==> config.mk <==
export PLATFORM = sky130hd
export DESIGN_NAME = tmw_timer
export DESIGN_NICKNAME = d
export VERILOG_FILES = /design/src/common/tmw_pkg.sv /design/src/common/tmw_tick_if.sv /design/src/rtl/tmw_prescaler.sv /design/src/rtl/tmw_timer.sv
export SDC_FILE = /design/constraint.sdc
export NUM_CORES = 1
export LEC_CHECK = 0
export BUFFER_PORTS_ARGS = -buffer_cell sky130_fd_sc_hd__buf_2
export CAP_MARGIN = 20
export CORE_MARGIN = 2
export CORE_UTILIZATION = 30
export CTS_CLUSTER_DIAMETER = 40
export DETAILED_ROUTE_END_ITERATION = 6
export SYNTH_ARGS = -nofsm -noshare
export SYNTH_HDL_FRONTEND = slang
export SYNTH_SLANG_ARGS = --single-unit
==> constraint.sdc <==
create_clock -name sys_clk -period 1.6 [get_ports sys_clk]
set_input_delay 0.48 -clock sys_clk [delete_from_list [all_inputs] [get_ports sys_clk]]
set_output_delay 0.48 -clock sys_clk [all_outputs]
set_load 0.1 [all_outputs]
==> src/common/tmw_pkg.sv <==
package tmw_pkg;
    localparam int CNT_W = 8;
    localparam logic [7:0] CNT_MAX = 8'hff;
    localparam logic [7:0] CNT_BOTTOM = 8'h00;
    localparam logic [7:0] CNT_RESET = 8'h00;
    localparam logic [7:0] OCR_RESET = 8'h00;
    localparam logic OC_RESET = 1'b0;
    // Waveform mode select codes
    localparam logic [1:0] MODE_NORMAL = 2'h0;
    localparam logic [1:0] MODE_PHASE = 2'h1;
    localparam logic [1:0] MODE_CLEAR = 2'h2;
    localparam logic [1:0] MODE_FAST = 2'h3;
    // Output action select codes
    localparam logic [1:0] ACT_NONE = 2'h0;
    localparam logic [1:0] ACT_TOGGLE = 2'h1;
    localparam logic [1:0] ACT_CLEAR = 2'h2;
    localparam logic [1:0] ACT_SET = 2'h3;
    // Clock source select codes and prescale masks (divide minus one)
    localparam int PRE_W = 10;
    localparam logic [2:0] CS_STOP = 3'h0;
    localparam logic [2:0] CS_DIV1 = 3'h1;
    localparam logic [2:0] CS_DIV8 = 3'h2;
    localparam logic [2:0] CS_DIV64 = 3'h3;
    localparam logic [2:0] CS_DIV256 = 3'h4;
    localparam logic [2:0] CS_DIV1024 = 3'h5;
    localparam logic [9:0] MASK_DIV1 = 10'h000;
    localparam logic [9:0] MASK_DIV8 = 10'h007;
    localparam logic [9:0] MASK_DIV64 = 10'h03f;
    localparam logic [9:0] MASK_DIV256 = 10'h0ff;
    localparam logic [9:0] MASK_DIV1024 = 10'h3ff;
    localparam logic [9:0] PRE_RESET = 10'h000;
endpackage

==> src/common/tmw_tick_if.sv <==
`timescale 1ns/1ps
interface tmw_tick_if;
    logic [2:0] sel;
    logic tick;
    modport src (input sel, output tick);
    modport dst (output sel, input tick);
endinterface

==> src/rtl/tmw_prescaler.sv <==
`timescale 1ns/1ps
module tmw_prescaler (
    // Clock and reset
    input wire logic sys_clk,
    input wire logic rstn,
    // Tick link
    tmw_tick_if.src tk
);
    logic [tmw_pkg::PRE_W-1:0] pre_q;
    logic [tmw_pkg::PRE_W-1:0] mask;
    logic run;

    always_comb begin
        run = 1'b1;
        mask = tmw_pkg::MASK_DIV1;
        if (tk.sel == tmw_pkg::CS_DIV1) begin
            mask = tmw_pkg::MASK_DIV1;
        end else if (tk.sel == tmw_pkg::CS_DIV8) begin
            mask = tmw_pkg::MASK_DIV8;
        end else if (tk.sel == tmw_pkg::CS_DIV64) begin
            mask = tmw_pkg::MASK_DIV64;
        end else if (tk.sel == tmw_pkg::CS_DIV256) begin
            mask = tmw_pkg::MASK_DIV256;
        end else if (tk.sel == tmw_pkg::CS_DIV1024) begin
            mask = tmw_pkg::MASK_DIV1024;
        end else begin
            // Stopped, and the external sources are not built
            run = 1'b0;
        end
    end

    // Free-running divider shared by all ratios
    always_ff @(posedge sys_clk or negedge rstn) begin
        if (!rstn) begin
            pre_q <= tmw_pkg::PRE_RESET;
        end else begin
            pre_q <= pre_q + 10'h001;
        end
    end

    always_ff @(posedge sys_clk or negedge rstn) begin
        if (!rstn) begin
            tk.tick <= 1'b0;
        end else begin
            tk.tick <= run && ((pre_q & mask) == mask);
        end
    end
endmodule

==> src/rtl/tmw_timer.sv <==
`timescale 1ns/1ps
// Behaviour
// - Action zero leaves compare output unchanged
// - New action applies at next match
// - Force strobe applies action now, non-PWM
// - Count depends on mode, not action
// - Normal mode increments, wraps ff to 00
// - Normal overflow flag set when count wraps
// - Counter writable any time in normal
// - Clear-on-match mode clears at compare value
// - Match flag raised each top reach
// - Clear-on-match compare value written directly
// - Action one toggles output on match
// - Pin driven only when direction is output
// - Clear-on-match overflow set passing max
// - Fast PWM counts zero up to max
// - Fast PWM clears after max
// - Fast PWM action 2/3 polarity at match/wrap
// - Fast PWM overflow set at max
// - Zero gives spike, max gives constant
// - Fast PWM action one toggles on match
// - Fast PWM compare value double buffered
// - Fast PWM period is 256 ticks
// - Timer tick is prescaled clock
// - Source zero stops counting, access remains
// - Match flag set on following tick
// - Counter write blocks next tick match
module tmw_timer (
    // Clock and reset
    input wire logic sys_clk,
    input wire logic rstn,
    // Control
    input wire logic [2:0] clock_source_select,
    input wire logic [1:0] waveform_mode_select,
    input wire logic [1:0] output_action_select,
    input wire logic force_match_strobe,
    // Counter and compare writes
    input wire logic counter_wr,
    input wire logic [7:0] counter_wdata,
    input wire logic compare_wr,
    input wire logic [7:0] compare_wdata,
    // Flag clears
    input wire logic overflow_clr,
    input wire logic match_clr,
    // Port pin
    input wire logic pin_dir_out,
    input wire logic port_data,
    // Status
    output logic [7:0] counter_value,
    output logic [7:0] compare_value,
    output logic overflow_flag,
    output logic match_flag,
    output logic compare_output,
    // Pin drive
    output logic pin_out,
    output logic pin_oe_n
);
    tmw_tick_if tk ();

    logic tick;
    logic [7:0] cnt_q;
    logic [7:0] ocr_q;
    logic [7:0] ocr_buf_q;
    logic block_q;
    logic ovf_q;
    logic mf_q;
    logic oc_q;
    logic pin_q;
    logic oe_n_q;
    logic fast;
    logic at_max;
    logic at_top;
    logic eq;
    logic match;
    logic apply;

    assign tk.sel = clock_source_select;
    assign tick = tk.tick;

    tmw_prescaler u_pre (
        .sys_clk(sys_clk),
        .rstn(rstn),
        .tk(tk)
    );

    assign fast = (waveform_mode_select == tmw_pkg::MODE_FAST);
    assign at_max = (cnt_q == tmw_pkg::CNT_MAX);
    assign eq = (cnt_q == ocr_q);
    // Top follows the mode only; the action never enters here
    assign at_top = (waveform_mode_select == tmw_pkg::MODE_CLEAR) ?
        eq : at_max;
    // A write in this cycle also blocks, as the tick would see old count
    assign match = tick && eq && !block_q && !counter_wr;
    // Force acts only outside the PWM modes and ignores the flags
    assign apply = match || (force_match_strobe &&
        !waveform_mode_select[0]);

    // Counter: a write has priority over clear and count
    always_ff @(posedge sys_clk or negedge rstn) begin
        if (!rstn) begin
            cnt_q <= tmw_pkg::CNT_RESET;
        end else if (counter_wr) begin
            cnt_q <= counter_wdata;
        end else if (tick) begin
            // A blocked match must not clear, or the write would be lost
            if (at_top && !block_q &&
                waveform_mode_select == tmw_pkg::MODE_CLEAR) begin
                cnt_q <= tmw_pkg::CNT_BOTTOM;
            end else begin
                // Wraps ff to 00 in normal and fast PWM
                cnt_q <= cnt_q + 8'h01;
            end
        end
    end

    // Match blocking after a counter write, held until a tick eats it
    always_ff @(posedge sys_clk or negedge rstn) begin
        if (!rstn) begin
            block_q <= 1'b0;
        end else if (counter_wr) begin
            block_q <= 1'b1;
        end else if (tick) begin
            block_q <= 1'b0;
        end
    end

    // Compare value: direct outside fast PWM, buffered to bottom in fast PWM
    always_ff @(posedge sys_clk or negedge rstn) begin
        if (!rstn) begin
            ocr_buf_q <= tmw_pkg::OCR_RESET;
        end else if (compare_wr) begin
            ocr_buf_q <= compare_wdata;
        end
    end

    always_ff @(posedge sys_clk or negedge rstn) begin
        if (!rstn) begin
            ocr_q <= tmw_pkg::OCR_RESET;
        end else if (fast) begin
            if (tick && at_max && !counter_wr) begin
                ocr_q <= ocr_buf_q;
            end
        end else if (compare_wr) begin
            // A value below the count is missed until the wrap
            ocr_q <= compare_wdata;
        end
    end

    // Overflow flag: set at the max to bottom step, set wins over clear
    always_ff @(posedge sys_clk or negedge rstn) begin
        if (!rstn) begin
            ovf_q <= 1'b0;
        end else if (tick && at_max && !counter_wr) begin
            ovf_q <= 1'b1;
        end else if (overflow_clr) begin
            ovf_q <= 1'b0;
        end
    end

    // Match flag: set on the tick that ends the equal cycle
    always_ff @(posedge sys_clk or negedge rstn) begin
        if (!rstn) begin
            mf_q <= 1'b0;
        end else if (match) begin
            mf_q <= 1'b1;
        end else if (match_clr) begin
            mf_q <= 1'b0;
        end
    end

    // Compare output state; action is read live so a change
    // only shows at the next match or force strobe, or at the wrap in fast PWM
    always_ff @(posedge sys_clk or negedge rstn) begin
        if (!rstn) begin
            oc_q <= tmw_pkg::OC_RESET;
        end else if (fast) begin
            // Bottom wins over match so a max compare stays constant
            if (tick && at_max && !counter_wr &&
                output_action_select[1]) begin
                oc_q <= !output_action_select[0];
            end else if (match) begin
                case (output_action_select)
                    tmw_pkg::ACT_TOGGLE: begin
                        oc_q <= !oc_q;
                    end
                    tmw_pkg::ACT_CLEAR: begin
                        oc_q <= 1'b0;
                    end
                    tmw_pkg::ACT_SET: begin
                        oc_q <= 1'b1;
                    end
                    default: begin
                        oc_q <= oc_q;
                    end
                endcase
            end
        end else if (!waveform_mode_select[0] && apply) begin
            case (output_action_select)
                tmw_pkg::ACT_TOGGLE: begin
                    oc_q <= !oc_q;
                end
                tmw_pkg::ACT_CLEAR: begin
                    oc_q <= 1'b0;
                end
                tmw_pkg::ACT_SET: begin
                    oc_q <= 1'b1;
                end
                default: begin
                    oc_q <= oc_q;
                end
            endcase
        end
    end

    // Pin: compare output overrides port data, direction gates drive
    always_ff @(posedge sys_clk or negedge rstn) begin
        if (!rstn) begin
            pin_q <= 1'b0;
            oe_n_q <= 1'b1;
        end else begin
            pin_q <= (output_action_select != tmw_pkg::ACT_NONE) ?
                oc_q : port_data;
            oe_n_q <= !pin_dir_out;
        end
    end

    assign counter_value = cnt_q;
    assign compare_value = ocr_q;
    assign overflow_flag = ovf_q;
    assign match_flag = mf_q;
    assign compare_output = oc_q;
    assign pin_out = pin_q;
    assign pin_oe_n = oe_n_q;
endmodule
==> flow_summary.ini <==
[run_status]
status = finished with violations
failed_checks = negative setup slack

[floorplanning]
core.rowCount = 30
die_h_um = 88.38
dieWidth_um = 88.38
io-pin-count = 53
initial_utilization_pct = 31.26
design.die.area_mm2 = 0.007810
core_region_area_mm2 = 0.006832

[route]
drt_wl_total_mm = 5.348
detail_route.drc_violations = 0
final_antenna_net_count = 0
detailroute.via_count = 1795
detail_route.wl_per_cell_um = 13.68
via_per_inst = 4.591
drc_violation_total_after_the_first_tritonroute_iteration = 59
firstDrtPassIters = 4

[cts]
tritoncts_num_sinks = 41
maximum_count_of_clock_buffers_along_a_single_path = 2
clock_tree.htree_level_count = 2
cts_tree = built
worst_setup_hold_path_clk_slew_ns = 0.08
cts_root_buffer = clkbuf_8
numCtsBuffers = 5
cts_hold_buffers = 0
clk-insertion-delay-late_ns = 0.30

[global_routing]
use_met2_pct = 22.97
groute.layer.met1.usage_pct = 17.77
globalRouteMet3Util_pct = 3.638
first_global_vias = 1783
pin_count_of_the_biggest_net_entering_global_routing = 42
global_route_usage_over_all_layers_pct = 13.96
antenna_found_initial = 0
global_route.overflow_total = 0
grt_pass1_wl_mm = 8.307
grt.busiest_layer = met2

[timing]
fin_worst_skew_ns = 0.007717
timing.final.setup_violations = 13
number_of_max_slew_violations_in_the_final_report = 0
rsz0062_at_grt = yes
fin_crit_ns = 1.749
fmaxAchievable_mhz = 571.8
setup_ws_post_layout_ns = -0.1489
worstMarginPinSlew_ns = 0.4846
final.hold.worst_slack_ns = 0.1509
relSlewSlack_pct = 67.92
hold_fails_final_rpt = 0
finalCritPeriodShare_pct = 109.3

[finish]
design_area_mm2 = 0.003442
area_growth_pct = 61.16
final_core_util_pct = 50.38
finalNonFillerCells = 391
layout-drive-gt1-share_pct = 51.19
finish.net_count = 329
antenna_cells = 0

[synth]
synth-async-reset-ratio_pct = 100.0
syn-num-nets = 238
synth_warnings = 0
synthTopCellsByCount = 40 x dfrtp_1, 18 x nand2_1, 15 x o21ai_0
post_synth_main_area_contributors = dfrtp_1 47%, mux2_2 4.7%, mux2i_1 4.7%
seq_area_frac_synth_pct = 48.10
post_synth_instance_area_mm2 = 0.002136
ys_types = 42
flip_flop_cell_with_the_highest_count_after_synthesis = dfrtp_1
yosys.cell_count.top_type = dfrtp_1
edff_count_synth = 0
synth_area_leader_cell = dfrtp_1
yosys.area.top_type_share_pct = 46.87
ys_seq_elements = 41
synth_area_per_cell_um2 = 10.52
synthCells = 203

[critical_path]
critPathSlowestCell = dfrtp_4
crit_path_start = counter_value[4]
timing.critical_path.from_type = flip-flop
setup.worst_path.end_class = flip-flop
worst-path-buf-inv = 0
worst-endpoint-required_ns = 1.82
timing.critical_path.slowest_cell_delay_ns = 0.53
worst-path-max-fanout = 3
ws_path_type = reg2reg
cpLargestDelayFamily = flip-flops
cp_cell_sequence = xor2_4, nor4_4, nand4_2, a221oi_2, a2bb2oi_2
crit_reg_reg_startpoint = counter_value[4]
critical_path_arrival_ns = 1.97

[worst_hold_path]
worst_hold_path_type = in2async

[power_and_ir_drop]
post-layout-total-power_mw = 3.442
irDropWorstVdd_v = 0.0005580
power_per_cell_area_mw_per_mm2 = 999.9
leakage_power_of_the_design_nw = 1.548

[placement]
post-place-cells = 374
place.port_buffers = 52
dpl_cell_area_mm2 = 0.003062
hpwlAfterDp_mm = 3.808
gpl.final_weighted_congestion = 0.8295

[job]
max-cap-violations = 0
==> flip-flops by register name (all words and copies together) (netlist names), 8 cells and up <==
register / flops
u_pre.pre_q: 10
compare_value: 8
counter_value: 8
ocr_buf_q: 8
==> cell usage in the layout, fill, tap and decap left out, drive strengths merged, types with 3 or more instances in the layout <==
cell	synthesis	final
a21oi	13	13
a31oi	3	3
and2	3	3
buf	2	86
clkbuf	3	9
dfrtp	40	40
ha	3	3
inv	9	9
mux2	9	9
mux2i	10	10
nand2	19	19
nand3	7	7
nand3b	3	3
nand4	4	5
nand4b	3	3
nor2	8	8
nor2b	8	8
nor3	4	4
nor4	5	5
o21ai	16	16
xnor2	6	6
xor2	10	10
==> power by group <==
group	switching, mW	internal [mW]	total, mW
combinational	0.796	0.544	1.34
sequential	0.0935	1.14	1.23
clock	0.358	0.509	0.867
==> timing repair <==
item / 4_1_cts / 5_1_grt
pin swaps: 3 / 19
buffers inserted: 2 / 6
gates cloned: 0 / 2
resized for setup: 14 / 25
setup endpoints to repair: 24 / 18
==> logic make-up after synthesis <==
group	Yosys count	synth area share (%)
fa+ha+maj	3	1.758
xor+xnor	16	6.561
flops	41	48.10
compound gates	42	12.07
buf+inv	14	2.870
simple gates	68	19.22
mux	19	9.432
==> path summary, 6_finish.rpt <==
check	to	cells after the start	slack (ns)
max	compare_output	5	-0.15
min	ocr_buf_q[1]	2	0.15
max reg2reg	compare_output	5	-0.15
min reg2reg	u_pre.pre_q[0]	1	0.47
max in group asynchronous	pin_oe_n	2	1.20
min in group sys_clk	pin_oe_n	2	0.29
==> per-stage QoR <==
step           setup TNS [ns]  setup slack (ns)
6_report              -0.7012           -0.1489
5_1_grt                -1.799           -0.2407
4_1_cts                -1.228           -0.1848
3_5_place_dp           -2.153           -0.2328
3_3_place_gp           -1.628           -0.1403
2_1_floorplan          -2.286           -0.2078
==> worst register-to-register path, stage by stage (launching register included) <==
cell and delay [ns]:
dfrtp_4 0.53, xor2_4 0.18, nor4_4 0.31, nand4_2 0.17
a221oi_2 0.33, a2bb2oi_2 0.15
==> layer usage <==
metal | routed length, um | up-vias
met2 | 2605 | 49
met3 | 268 | 6
met1 | 2403 | 838
li1 | - | 902
met4 | 72 | 0
met5 | 0 | -
==> layout make-up <==
| class | count | area [um2] |
|---|---|---|
| clock inverter | 1 | 30.03 |
| clock buffer | 7 | 86.33 |
| timing repair buffer | 88 | 883.3 |
| fill | 630 | 3390 |
| tap | 96 | 120.1 |
| inverter | 9 | 33.78 |
| sequential | 41 | 1070 |
| multi-input combinational | 149 | 1219 |
Power figures use the tool's default switching activity.
